==> config.mk <==
export PLATFORM = sky130hd
export DESIGN_NAME = four_channel_pulse_counter
export DESIGN_NICKNAME = d
export VERILOG_FILES = /design/src/hw/four_channel_pulse_counter_pkg.sv /design/src/hw/four_channel_pulse_counter.sv /design/src/hw/pulse_step_decoder.sv /design/src/hw/compare_pattern.sv
export VERILOG_INCLUDE_DIRS = /design/src /design/src/hw
export SDC_FILE = /design/constraint.sdc
export NUM_CORES = 2
export LEC_CHECK = 0
export ABC_CLOCK_PERIOD_IN_PS = 3600
export BUFFER_PORTS_ARGS = -buffer_cell sky130_fd_sc_hd__buf_2
export CAP_MARGIN = 20
export CORE_MARGIN = 2
export CORE_UTILIZATION = 35
export DETAILED_ROUTE_END_ITERATION = 8
export GPL_TIMING_DRIVEN = 0
export PLACE_DENSITY = 0.58
export RECOVER_POWER = 100
export SLEW_MARGIN = 5
export SYNTH_ARGS = -nofsm -noshare
export SYNTH_HDL_FRONTEND = slang
export SYNTH_HIERARCHICAL = 1
export SYNTH_SLANG_ARGS = --single-unit
==> constraint.sdc <==
create_clock -name pclk -period 3.6 [get_ports pclk]
set_clock_uncertainty 0.05 [all_clocks]
set_input_delay 0.72 -clock pclk [delete_from_list [all_inputs] [get_ports pclk]]
set_output_delay 0.72 -clock pclk [all_outputs]
set_load 0.005 [all_outputs]
==> src/hw/four_channel_pulse_counter_cfg.svh <==
`ifndef FOUR_CHANNEL_PULSE_COUNTER_CFG_SVH
`define FOUR_CHANNEL_PULSE_COUNTER_CFG_SVH
// apb byte addresses, word aligned
`define PC_ADDR_CTRL 8'h00
`define PC_ADDR_STATUS 8'h04
`define PC_ADDR_IRQ_STAT 8'h08
`define PC_ADDR_IRQ_MASK 8'h0C
`define PC_ADDR_OUT_BITS 8'h10
// register groups: group index in paddr[7:4], port in paddr[3:2] for groups 2 to 7
`define PC_GRP_MISC 4'h0
`define PC_GRP_OUTS 4'h1
`define PC_GRP_PCFG 4'h2
`define PC_GRP_COUNT 4'h3
`define PC_GRP_TARGET 4'h4
`define PC_GRP_LO 4'h5
`define PC_GRP_HI 4'h6
`define PC_GRP_PAT 4'h7
// port config fields
`define PC_CFG_MODE_LSB 0
`define PC_CFG_MULT_LSB 2
`define PC_CFG_CMP_EN 4
// pattern fields
`define PC_PAT_TGT_LSB 0
`define PC_PAT_RNG_LSB 4
// irq status fields
`define PC_IRQ_OVF_LSB 0
`define PC_IRQ_UDF_LSB 4
`define PC_IRQ_CFG 8
// status fields
`define PC_ST_READY 0
`define PC_ST_ERR 1
`define PC_ST_OUT_LSB 4
// reset values
`define PC_CTRL_RST 1'b0
`define PC_PCFG_RST 5'h00
`define PC_WORD_RST 32'h0000_0000
`define PC_PAT_RST 8'h00
`define PC_IRQ_RST 9'h000
`define PC_COUNT_MAX 32'hFFFF_FFFF
`define PC_COUNT_ONE 32'h0000_0001
// input rate limit and the sampling margin it leaves
`define PC_MAX_RATE_KHZ 500
`define PC_CLK_KHZ 25000
`define PC_CYC_PER_PULSE (`PC_CLK_KHZ / `PC_MAX_RATE_KHZ)
`endif

==> src/hw/four_channel_pulse_counter_pkg.sv <==
package four_channel_pulse_counter_pkg;
  // counting input mode, gray along diff -> updown -> pulse/dir
  typedef enum logic [1:0] {
    MODE_DIFF = 2'b00,
    MODE_UPDN = 2'b01,
    MODE_PDIR = 2'b11,
    MODE_BAD = 2'b10
  } mode_type;
  // differential multiplication
  typedef enum logic [1:0] {
    MULT_1X = 2'b00,
    MULT_2X = 2'b01,
    MULT_4X = 2'b11,
    MULT_BAD = 2'b10
  } mult_type;
  // one port's pins
  typedef struct packed {
    logic a; // phase a
    logic b; // phase b
    logic z; // phase z
  } phase_in_type;
  // one count step
  typedef struct packed {
    logic up; // count up pulse
    logic dn; // count down pulse
  } step_type;
  // front panel indicators
  typedef struct packed {
    logic ready; // ready to count
    logic err; // setup or count wrap error
    logic [3:0] phase_a_indicator; // per port a on
    logic [3:0] phase_b_indicator; // per port b on
    logic [3:0] index_indicator; // per port z on
    logic [3:0] compare_output_line; // external line on
  } led_type;
  // decoder state
  typedef struct packed {
    logic a; // previous a
    logic b; // previous b
    step_type step; // registered step
  } dec_state_type;
  // top state
  typedef struct packed {
    logic enable; // counting enabled
    logic [3:0][4:0] pcfg; // port config
    logic [3:0][31:0] count; // present count values
    logic [3:0][31:0] target; // target values
    logic [3:0][31:0] lo; // range low bounds
    logic [3:0][31:0] hi; // range high bounds
    logic [3:0][7:0] pat; // patterns
    logic [8:0] irq_st; // sticky events
    logic [8:0] irq_mask; // event mask
    logic [15:0] int_bits; // internal output bits
    logic [3:0] out_line; // external outputs
    led_type led; // indicators
    logic irq; // interrupt level
    logic pready; // apb ready
    logic pslverr; // apb error
    logic [31:0] prdata; // apb read data
  } top_state_type;
endpackage : four_channel_pulse_counter_pkg

==> src/hw/four_channel_pulse_counter.sv <==
// Behaviour
// four independent ports, up to 500 kHz each
// diff 1x/2x/4x, up/down, pulse/direction modes
// match or in-range loads pattern into outputs
// own pattern per comparison result
// up to four external output lines
// no counter interrupts from comparisons
// ready indicator while pulses are accepted
// per-port indicators follow a, b, z
// one indicator per external output line
// error on bad setup or count wrap
// external lines are OR of four patterns
// quadrature direction and edge multiplication
`include "four_channel_pulse_counter_cfg.svh"
`timescale 1ns/1ps
`default_nettype none
module four_channel_pulse_counter (
  input wire logic pclk, // apb clock, 25 MHz
  input wire logic presetn, // async reset, low
  input wire logic psel, // apb select
  input wire logic penable, // apb enable
  input wire logic pwrite, // apb direction
  input wire logic [7:0] paddr, // apb byte address
  input wire logic [31:0] pwdata, // apb write data
  input wire logic [3:0] pstrb, // apb byte strobes
  output logic [31:0] prdata, // apb read data
  output logic pready, // apb ready
  output logic pslverr, // apb error
  input wire four_channel_pulse_counter_pkg::phase_in_type [3:0] port_in, // pins
  output logic [3:0] compare_output_line, // external lines 4..1
  output four_channel_pulse_counter_pkg::led_type leds, // indicators
  output logic irq // error event interrupt
);
  four_channel_pulse_counter_pkg::top_state_type st_r, st_nxt;
  four_channel_pulse_counter_pkg::step_type [3:0] step; // decoder steps
  logic [3:0][3:0] pattern; // per-port compare patterns
  logic [3:0] cfg_bad; // invalid port setup
  logic [3:0] port_en; // port may count
  logic [3:0] ovf; // wrap past max
  logic [3:0] udf; // wrap below zero
  logic setup; // apb setup phase
  logic wr; // apb write commits now
  logic [3:0] grp; // address group
  logic [1:0] pidx; // address port

  // byte-lane merge of a write into a word
  function automatic logic [31:0] merge(input logic [31:0] old,
                                        input logic [31:0] wd,
                                        input logic [3:0] strb);
    logic [31:0] r;
    r = old;
    for (int k = 0; k < 4; k++) begin
      if (strb[k]) begin
        r[k*8 +: 8] = wd[k*8 +: 8];
      end
    end
    return r;
  endfunction : merge

  // true when the address hits a register
  function automatic logic mapped(input logic [7:0] a);
    logic r;
    r = 1'b0;
    if (a[1:0] == 2'b00) begin
      unique case (a[7:4])
        `PC_GRP_MISC: begin
          r = 1'b1;
        end
        `PC_GRP_OUTS: begin
          r = (a == `PC_ADDR_OUT_BITS);
        end
        `PC_GRP_PCFG, `PC_GRP_COUNT, `PC_GRP_TARGET,
        `PC_GRP_LO, `PC_GRP_HI, `PC_GRP_PAT: begin
          r = 1'b1;
        end
        default: begin
          r = 1'b0;
        end
      endcase
    end
    return r;
  endfunction : mapped

  // setup check of one port config word
  function automatic logic bad_cfg(input logic [4:0] c);
    logic [1:0] m;
    logic [1:0] x;
    m = c[`PC_CFG_MODE_LSB +: 2];
    x = c[`PC_CFG_MULT_LSB +: 2];
    return (m == four_channel_pulse_counter_pkg::MODE_BAD) ||
           (m == four_channel_pulse_counter_pkg::MODE_DIFF &&
            x == four_channel_pulse_counter_pkg::MULT_BAD);
  endfunction : bad_cfg

  // read mux for one address
  function automatic logic [31:0] rd_word(
      input four_channel_pulse_counter_pkg::top_state_type s,
      input logic [7:0] a);
    logic [31:0] r;
    r = `PC_WORD_RST;
    unique case (a[7:4])
      `PC_GRP_MISC: begin
        unique case (a)
          `PC_ADDR_CTRL: r[0] = s.enable;
          `PC_ADDR_STATUS: begin
            r[`PC_ST_READY] = s.led.ready;
            r[`PC_ST_ERR] = s.led.err;
            r[`PC_ST_OUT_LSB +: 4] = s.out_line;
          end
          `PC_ADDR_IRQ_STAT: r[8:0] = s.irq_st;
          `PC_ADDR_IRQ_MASK: r[8:0] = s.irq_mask;
          default: r = `PC_WORD_RST;
        endcase
      end
      `PC_GRP_OUTS: r[15:0] = s.int_bits;
      `PC_GRP_PCFG: r[4:0] = s.pcfg[a[3:2]];
      `PC_GRP_COUNT: r = s.count[a[3:2]];
      `PC_GRP_TARGET: r = s.target[a[3:2]];
      `PC_GRP_LO: r = s.lo[a[3:2]];
      `PC_GRP_HI: r = s.hi[a[3:2]];
      `PC_GRP_PAT: r[7:0] = s.pat[a[3:2]];
      default: r = `PC_WORD_RST;
    endcase
    return r;
  endfunction : rd_word

  // one decoder and one comparator per port
  for (genvar i = 0; i < 4; i++) begin : g_port
    pulse_step_decoder u_dec (
      .pclk(pclk),
      .presetn(presetn),
      .pins(port_in[i]),
      .mode(st_r.pcfg[i][`PC_CFG_MODE_LSB +: 2]),
      .mult(st_r.pcfg[i][`PC_CFG_MULT_LSB +: 2]),
      .enable(port_en[i]),
      .step(step[i])
    );
    compare_pattern u_cmp (
      .count(st_r.count[i]),
      .target(st_r.target[i]),
      .lo(st_r.lo[i]),
      .hi(st_r.hi[i]),
      .tgt_pat(st_r.pat[i][`PC_PAT_TGT_LSB +: 4]),
      .rng_pat(st_r.pat[i][`PC_PAT_RNG_LSB +: 4]),
      .en(st_r.pcfg[i][`PC_CFG_CMP_EN]),
      .pattern(pattern[i])
    );
  end

  // per-port validity and counting permission
  always_comb begin
    for (int i = 0; i < 4; i++) begin
      cfg_bad[i] = bad_cfg(st_r.pcfg[i]);
      port_en[i] = st_r.enable & ~cfg_bad[i];
    end
  end

  // next-state logic
  always_comb begin
    st_nxt = st_r;
    setup = psel & ~penable;
    wr = psel & penable & st_r.pready & pwrite & ~st_r.pslverr;
    grp = paddr[7:4];
    pidx = paddr[3:2];
    ovf = 4'h0;
    udf = 4'h0;
    // apb: ready in the cycle after setup, data fetched at setup
    st_nxt.pready = setup;
    st_nxt.pslverr = setup & ~mapped(paddr);
    st_nxt.prdata = setup ? rd_word(st_r, paddr) : `PC_WORD_RST;
    // counters, each port on its own
    for (int i = 0; i < 4; i++) begin
      if (step[i].up) begin
        if (st_r.count[i] == `PC_COUNT_MAX) begin
          ovf[i] = 1'b1;
        end
        st_nxt.count[i] = st_r.count[i] + `PC_COUNT_ONE;
      end else if (step[i].dn) begin
        if (st_r.count[i] == `PC_WORD_RST) begin
          udf[i] = 1'b1;
        end
        st_nxt.count[i] = st_r.count[i] - `PC_COUNT_ONE;
      end
    end
    // register writes, taken at the access edge
    if (wr) begin
      unique case (grp)
        `PC_GRP_MISC: begin
          if (paddr == `PC_ADDR_CTRL && pstrb[0]) begin
            st_nxt.enable = pwdata[0];
          end
          if (paddr == `PC_ADDR_IRQ_MASK) begin
            st_nxt.irq_mask = 9'(merge(32'(st_r.irq_mask), pwdata,
                                       pstrb));
          end
          if (paddr == `PC_ADDR_IRQ_STAT) begin
            // write one to clear
            st_nxt.irq_st = st_r.irq_st &
                            ~9'(merge(`PC_WORD_RST, pwdata, pstrb));
          end
        end
        `PC_GRP_PCFG: begin
          st_nxt.pcfg[pidx] = 5'(merge(32'(st_r.pcfg[pidx]), pwdata,
                                       pstrb));
        end
        `PC_GRP_COUNT: begin
          // a preset overrides a step in the same cycle
          st_nxt.count[pidx] = merge(st_r.count[pidx], pwdata, pstrb);
        end
        `PC_GRP_TARGET: begin
          st_nxt.target[pidx] = merge(st_r.target[pidx], pwdata, pstrb);
        end
        `PC_GRP_LO: begin
          st_nxt.lo[pidx] = merge(st_r.lo[pidx], pwdata, pstrb);
        end
        `PC_GRP_HI: begin
          st_nxt.hi[pidx] = merge(st_r.hi[pidx], pwdata, pstrb);
        end
        `PC_GRP_PAT: begin
          st_nxt.pat[pidx] = 8'(merge(32'(st_r.pat[pidx]), pwdata,
                                      pstrb));
        end
        default: begin
          st_nxt.enable = st_r.enable; // read-only or unmapped
        end
      endcase
    end
    // sticky error events, a new event beats a clear
    st_nxt.irq_st[`PC_IRQ_OVF_LSB +: 4] =
      st_nxt.irq_st[`PC_IRQ_OVF_LSB +: 4] | ovf;
    st_nxt.irq_st[`PC_IRQ_UDF_LSB +: 4] =
      st_nxt.irq_st[`PC_IRQ_UDF_LSB +: 4] | udf;
    st_nxt.irq_st[`PC_IRQ_CFG] = st_nxt.irq_st[`PC_IRQ_CFG] |
                                 (st_r.enable & (|cfg_bad));
    // interrupt only from error events, never from comparisons
    st_nxt.irq = |(st_nxt.irq_st & st_nxt.irq_mask);
    // comparison results into internal and external bits
    st_nxt.int_bits = pattern;
    st_nxt.out_line = pattern[0] | pattern[1] | pattern[2] |
                      pattern[3]; // see R05
    // indicators
    st_nxt.led.ready = st_r.enable;
    for (int i = 0; i < 4; i++) begin
      st_nxt.led.phase_a_indicator[i] = port_in[i].a;
      st_nxt.led.phase_b_indicator[i] = port_in[i].b;
      st_nxt.led.index_indicator[i] = port_in[i].z;
    end
    st_nxt.led.compare_output_line = st_nxt.out_line;
    st_nxt.led.err = (|cfg_bad) |
                     (|st_nxt.irq_st[`PC_IRQ_UDF_LSB +: 4]) |
                     (|st_nxt.irq_st[`PC_IRQ_OVF_LSB +: 4]);
  end

  // state register
  always_ff @(posedge pclk or negedge presetn) begin
    if (!presetn) begin
      st_r.enable <= `PC_CTRL_RST;
      st_r.pcfg <= {4{`PC_PCFG_RST}};
      st_r.count <= {4{`PC_WORD_RST}};
      st_r.target <= {4{`PC_WORD_RST}};
      st_r.lo <= {4{`PC_COUNT_MAX}};
      st_r.hi <= {4{`PC_WORD_RST}};
      st_r.pat <= {4{`PC_PAT_RST}};
      st_r.irq_st <= `PC_IRQ_RST;
      st_r.irq_mask <= `PC_IRQ_RST;
      st_r.int_bits <= '0;
      st_r.out_line <= '0;
      st_r.led <= '0;
      st_r.irq <= 1'b0;
      st_r.pready <= 1'b0;
      st_r.pslverr <= 1'b0;
      st_r.prdata <= `PC_WORD_RST;
    end else begin
      st_r <= st_nxt;
    end
  end

  // outputs straight from flops
  assign prdata = st_r.prdata;
  assign pready = st_r.pready;
  assign pslverr = st_r.pslverr;
  assign compare_output_line = st_r.out_line;
  assign leds = st_r.led;
  assign irq = st_r.irq;
endmodule : four_channel_pulse_counter
`default_nettype wire

==> src/hw/pulse_step_decoder.sv <==
`timescale 1ns/1ps
`default_nettype none
module pulse_step_decoder (
  input wire logic pclk, // clock
  input wire logic presetn, // async reset, low
  input wire four_channel_pulse_counter_pkg::phase_in_type pins, // inputs
  input wire logic [1:0] mode, // input mode
  input wire logic [1:0] mult, // multiplication
  input wire logic enable, // counting allowed
  output four_channel_pulse_counter_pkg::step_type step // registered step
);
  four_channel_pulse_counter_pkg::dec_state_type st_r, st_nxt;
  logic ar, af, br, bf; // edges
  logic up1, dn1, up2, dn2, up4, dn4; // diff decodes

  // edge detection and mode decode
  always_comb begin
    ar = pins.a & ~st_r.a;
    af = ~pins.a & st_r.a;
    br = pins.b & ~st_r.b;
    bf = ~pins.b & st_r.b;
    up1 = ar & ~pins.b;
    dn1 = af & ~pins.b;
    up2 = up1 | (af & pins.b);
    dn2 = dn1 | (ar & pins.b);
    up4 = up2 | (br & pins.a) | (bf & ~pins.a);
    dn4 = dn2 | (br & ~pins.a) | (bf & pins.a);
    st_nxt = st_r;
    st_nxt.a = pins.a;
    st_nxt.b = pins.b;
    st_nxt.step = '0;
    unique case (mode)
      four_channel_pulse_counter_pkg::MODE_DIFF: begin
        unique case (mult)
          four_channel_pulse_counter_pkg::MULT_1X: begin
            st_nxt.step = {up1, dn1};
          end
          four_channel_pulse_counter_pkg::MULT_2X: begin
            st_nxt.step = {up2, dn2};
          end
          four_channel_pulse_counter_pkg::MULT_4X: begin
            st_nxt.step = {up4, dn4};
          end
          default: begin
            st_nxt.step = '0; // invalid multiplier
          end
        endcase
      end
      four_channel_pulse_counter_pkg::MODE_UPDN: begin
        // simultaneous up and down edges cancel
        st_nxt.step = (ar & br) ? 2'b00 : {ar, br};
      end
      four_channel_pulse_counter_pkg::MODE_PDIR: begin
        st_nxt.step = {ar & ~pins.b, ar & pins.b}; // b low counts up
      end
      four_channel_pulse_counter_pkg::MODE_BAD: begin
        st_nxt.step = '0;
      end
    endcase
    if (!enable) begin
      st_nxt.step = '0;
    end
  end

  // state register
  always_ff @(posedge pclk or negedge presetn) begin
    if (!presetn) begin
      st_r <= '0;
    end else begin
      st_r <= st_nxt;
    end
  end

  assign step = st_r.step;
endmodule : pulse_step_decoder
`default_nettype wire

==> src/hw/compare_pattern.sv <==
`timescale 1ns/1ps
`default_nettype none
module compare_pattern (
  input wire logic [31:0] count, // present count value
  input wire logic [31:0] target, // target value
  input wire logic [31:0] lo, // range low, inclusive
  input wire logic [31:0] hi, // range high, inclusive
  input wire logic [3:0] tgt_pat, // pattern on target match
  input wire logic [3:0] rng_pat, // pattern while in range
  input wire logic en, // comparison enabled
  output logic [3:0] pattern // selected bits
);
  // each result carries its own pattern, both may apply at once
  always_comb begin
    pattern = 4'h0;
    if (en && count == target) begin
      pattern = pattern | tgt_pat; // see R03
    end
    if (en && count >= lo && count <= hi) begin
      pattern = pattern | rng_pat; // see R03
    end
  end
endmodule : compare_pattern
`default_nettype wire

==> run_results.csv <==
group,metric,value,unit
run,maxCapViolations,1,
synthesis,syn-num-nets,4985,
synthesis,async_flop_share,100,%
synthesis,synthTopCellsByArea,"dfrtp_1 31%, dfstp_2 7.8%, ha_1 7.6%",
sta,maxSlewHeadroom,-22.1,%
cts,cts_buffers,84,
final_layout,drive_gt1_share,15.3,%
sta,period_minus_slack,3.78,ns
detailed_routing,wl_per_cell,32.7,µm
power_and_ir_drop,combPwrFrac,8.4,%
synthesis,synth_edf_count,0,
synthesis,ys_seq_area_share,39.0,%
final_layout,area_delta_synth_final,14.6,%
worst_hold_path,hold_path_class,"in2reg",
synthesis,post_synth.cell_area_avg,9.28,µm²
synthesis,synth-xor-area-share,5.08,%
synthesis,synth.most_common_cell,"dfrtp_1",
place,gp_congestion,1.04,
cts,clk_latency,0.72,ns
final_layout,fill_cells,12300,
cts,cts_num_sinks,668,
global_routing,antenna_found_initial,22,
synthesis,muxShareOfSynthArea,11.4,%
cts,cts_tree,"done",
global_routing,gr-total-overflow,0,
synthesis,synth_area,43300,µm²
detailed_routing,drcViolationCount,0,
power_and_ir_drop,p_seq_share,41.3,%
global_routing,grt_start_max_net_pins,104,
synthesis,synth_top_family_by_area,"simple AND/OR/NAND/NOR gates",
floorplan,die-area,126000,µm²
detailed_routing,routed_wl,216,mm
sta,hold_viol,0,
global_routing,groute.usage.overall,33.6,%
cts,htreeDepth,3,
sta,rsz0062_at_grt,"no",
global_routing,grt_pass1_vias,38700,
synthesis,synth.top_cell.area_share,31.2,%
global_routing,grt_pass1_wl,300,mm
synthesis,synthFlopType,"dfrtp_1",
cts,clk_path_buf_depth,3,
synthesis,synth_warnings,6,
cts,clk_pin_slew,0.06,ns
power_and_ir_drop,swShare,26.8,%
sta,drv_slew,56,
synthesis,yosys.area_share.adder,7.64,%
worst_setup_path,cp_max_fo,10,
synthesis,synth_top_area_cell,"dfrtp_1",
worst_setup_path,endpoint_kind,"flip-flop",
sta,fin_crit_sh,105,%
cts,cts.root.buffer_cell,"clkbuf_16",
floorplan,core-area,122000,µm²
sta,fmax,264,MHz
final_layout,utilization,40.6,%
place,hpwl,168,mm
synthesis,synth_common_cells,"540 x dfrtp_1, 520 x a21oi_1, 486 x nor2_1",
place,io_buffers,112,
worst_setup_path,cp_data_arrival_time,4.27,ns
final_layout,final_nets,5220,
status,status,"finished with violations",
worst_setup_path,start_kind,"input pin",
synthesis,synth_cell_types,91,
power_and_ir_drop,switching_power,5.12,mW
worst_setup_path,worstSetupPathType,"in2reg",
power_and_ir_drop,ir_worst_vdd,416,µV
synthesis,synth_compound_area_share,14.9,%
synthesis,yosys.area_share.simple,15.7,%
sta,worstMarginPinSlew,1.83,ns
power_and_ir_drop,p_per_area,386,nW/µm²
floorplan,start_util,35.4,%
power_and_ir_drop,power.share.clock,50.3,%
synthesis,ys_ff_latch,668,
sta,setup_violations,10,
power_and_ir_drop,p_int,14.0,mW
synthesis,syn_inst,4660,
detailed_routing,ant_nets,0,
detailed_routing,dr_total_vias,40800,
power_and_ir_drop,leakagePower,19.5,nW
detailed_routing,via_per_inst,6.18,
detailed_routing,dr.pass1.iters,6,
worst_setup_path,required,4.09,ns
floorplan,io_pins,118,
sta,setup_ws,-0.182,ns
floorplan,die_w,356,µm
detailed_routing,drt_iter0_drc,5251,
floorplan,rows,128,
power_and_ir_drop,power,19.1,mW
status,violations,"capacitance limit, slew limit, setup timing",
floorplan,die_y,356,µm
-- logic make-up (layout without fill, tap and decap cells) --
| kind of cell | after synthesis | count (layout) |
|---|---|---|
| simple gates | 1427 | 1427 |
| flops | 668 | 668 |
| other cells | 0 | 14 |
| buf+inv | 635 | 941 |
| fa+ha+maj | 264 | 264 |
| mux | 309 | 309 |
| compound gates | 1106 | 1106 |
| xor+xnor | 251 | 251 |
-- stage by stage --
| step | setup slack (ns) | area [µm²] | hold slack (ns) | TNS [ns] | std cells |
|---|---|---|---|---|---|
| 3_5_place_dp | -1.20 | 46400 | 0.433 | -165.59 | 6425 |
| 4_1_cts | 0.00343 | 49600 | 0.0442 | 0 | 6584 |
| 2_1_floorplan | 0.852 | 43300 | 0.374 | 0 | 4660 |
| 5_1_grt | 0.00870 | 49500 | 0.0586 | 0 | 6595 |
| 3_3_place_gp | -13.38 | 45800 | 0.425 | -8503.23 | 6397 |
| 6_report | -0.182 | 49600 | 0.0699 | -0.675 | 6605 |
-- path summary, 6_finish.rpt --
check	slack [ns]	cells after the start	from	end
max in group asynchronous	0.41	4	presetn	st_r[72]
worst min register to register	0.44	2	st_r[321]	st_r[321]
min in group asynchronous	0.98	2	presetn	leds[6]
worst max-delay path	-0.18	7	paddr[3]	st_r[539]
worst max register to register	-0.09	8	st_r[536]	leds[1]
worst min-delay path	0.07	1	port_in[9]	leds[7]
-- metal layers --
layer  routed length, µm  share of wire, %  vias to the layer above  GRT usage (%)
li1                    -                 -                    17100              -
met1               84600                39                    20400           43.4
met2               89700                41                     2663           48.1
met3               23300                11                      687           9.52
met4               18300               8.4                       14           23.6
met5                 288              0.13                        -           1.17
-- timing repair --
action | 4_1_cts | 5_1_grt
pin swaps | 2 | 2
resized for setup | 29 | 23
hold endpoints to repair | 37 | 0
endpoints found under the setup margin | 37 | 11
hold buffers | 1 | 0
buffers inserted | 1 | 2
-- layout make-up --
type / instances / area (µm²) / share of cell area, %
Antenna cell: 14 / 35.0 / 0.0707
Clock buffer: 108 / 2370 / 4.79
Buffer: 313 / 1500 / 3.03
Sequential cell: 668 / 16900 / 34.1
Timing Repair Buffer: 149 / 1020 / 2.06
Inverter: 322 / 1210 / 2.44
Clock inverter: 49 / 693 / 1.40
Tap cell: 1625 / 2030 / 4.10
Multi-Input combinational cell: 3357 / 23800 / 48.0
-- power by group through the flow --
stage	logic, mW	clock network [mW]	registers (mW)
6_report	1.61	9.61	7.89
5_1_grt	1.71	9.96	7.89
4_1_cts	1.58	9.66	7.88
3_5_place_dp	1.57	0	8.00
3_3_place_gp	1.52	0	8.00
2_1_floorplan	0.837	0	7.89
-- registers in the layout, indices dropped and copies added, names as in the netlist --
register,count
g_port.u_dec/st_r,8
g_port.u_dec/step,8
irq,1
leds,18
prdata,32
pready,1
pslverr,1
st_nxt,1
st_r,598
-- placed cells by master, fill, tap and decap left out, types with 24 or more instances in the layout --
master       n
inv_1      320
clkbuf_4    45
and3_1      24
clkbuf_1   236
mux2i_1    120
nor3_1      89
nand4_1     92
clkbuf_16   86
nor4_1      67
ha_1       263
nor2_1     483
a31oi_1     38
or3_1       26
mux4_2     141
xnor2_1     83
nand3_1    104
a21oi_1    520
o21ai_0    268
mux2_2      33
a22oi_1     81
buf_2      114
dfrtp_1    521
nand2_1    386
xor2_1     168
dfstp_2    128
-- worst max-delay path: stages --
cell             delay (ns)
clkbuf_1               0.11
clkbuf_1               0.55
clkbuf_2               0.53
clkdlybuf4s15_2        0.65
mux4_2                 0.45
mux2i_1                0.97
o21ai_0                0.27
(Power assumes the default switching activity.)
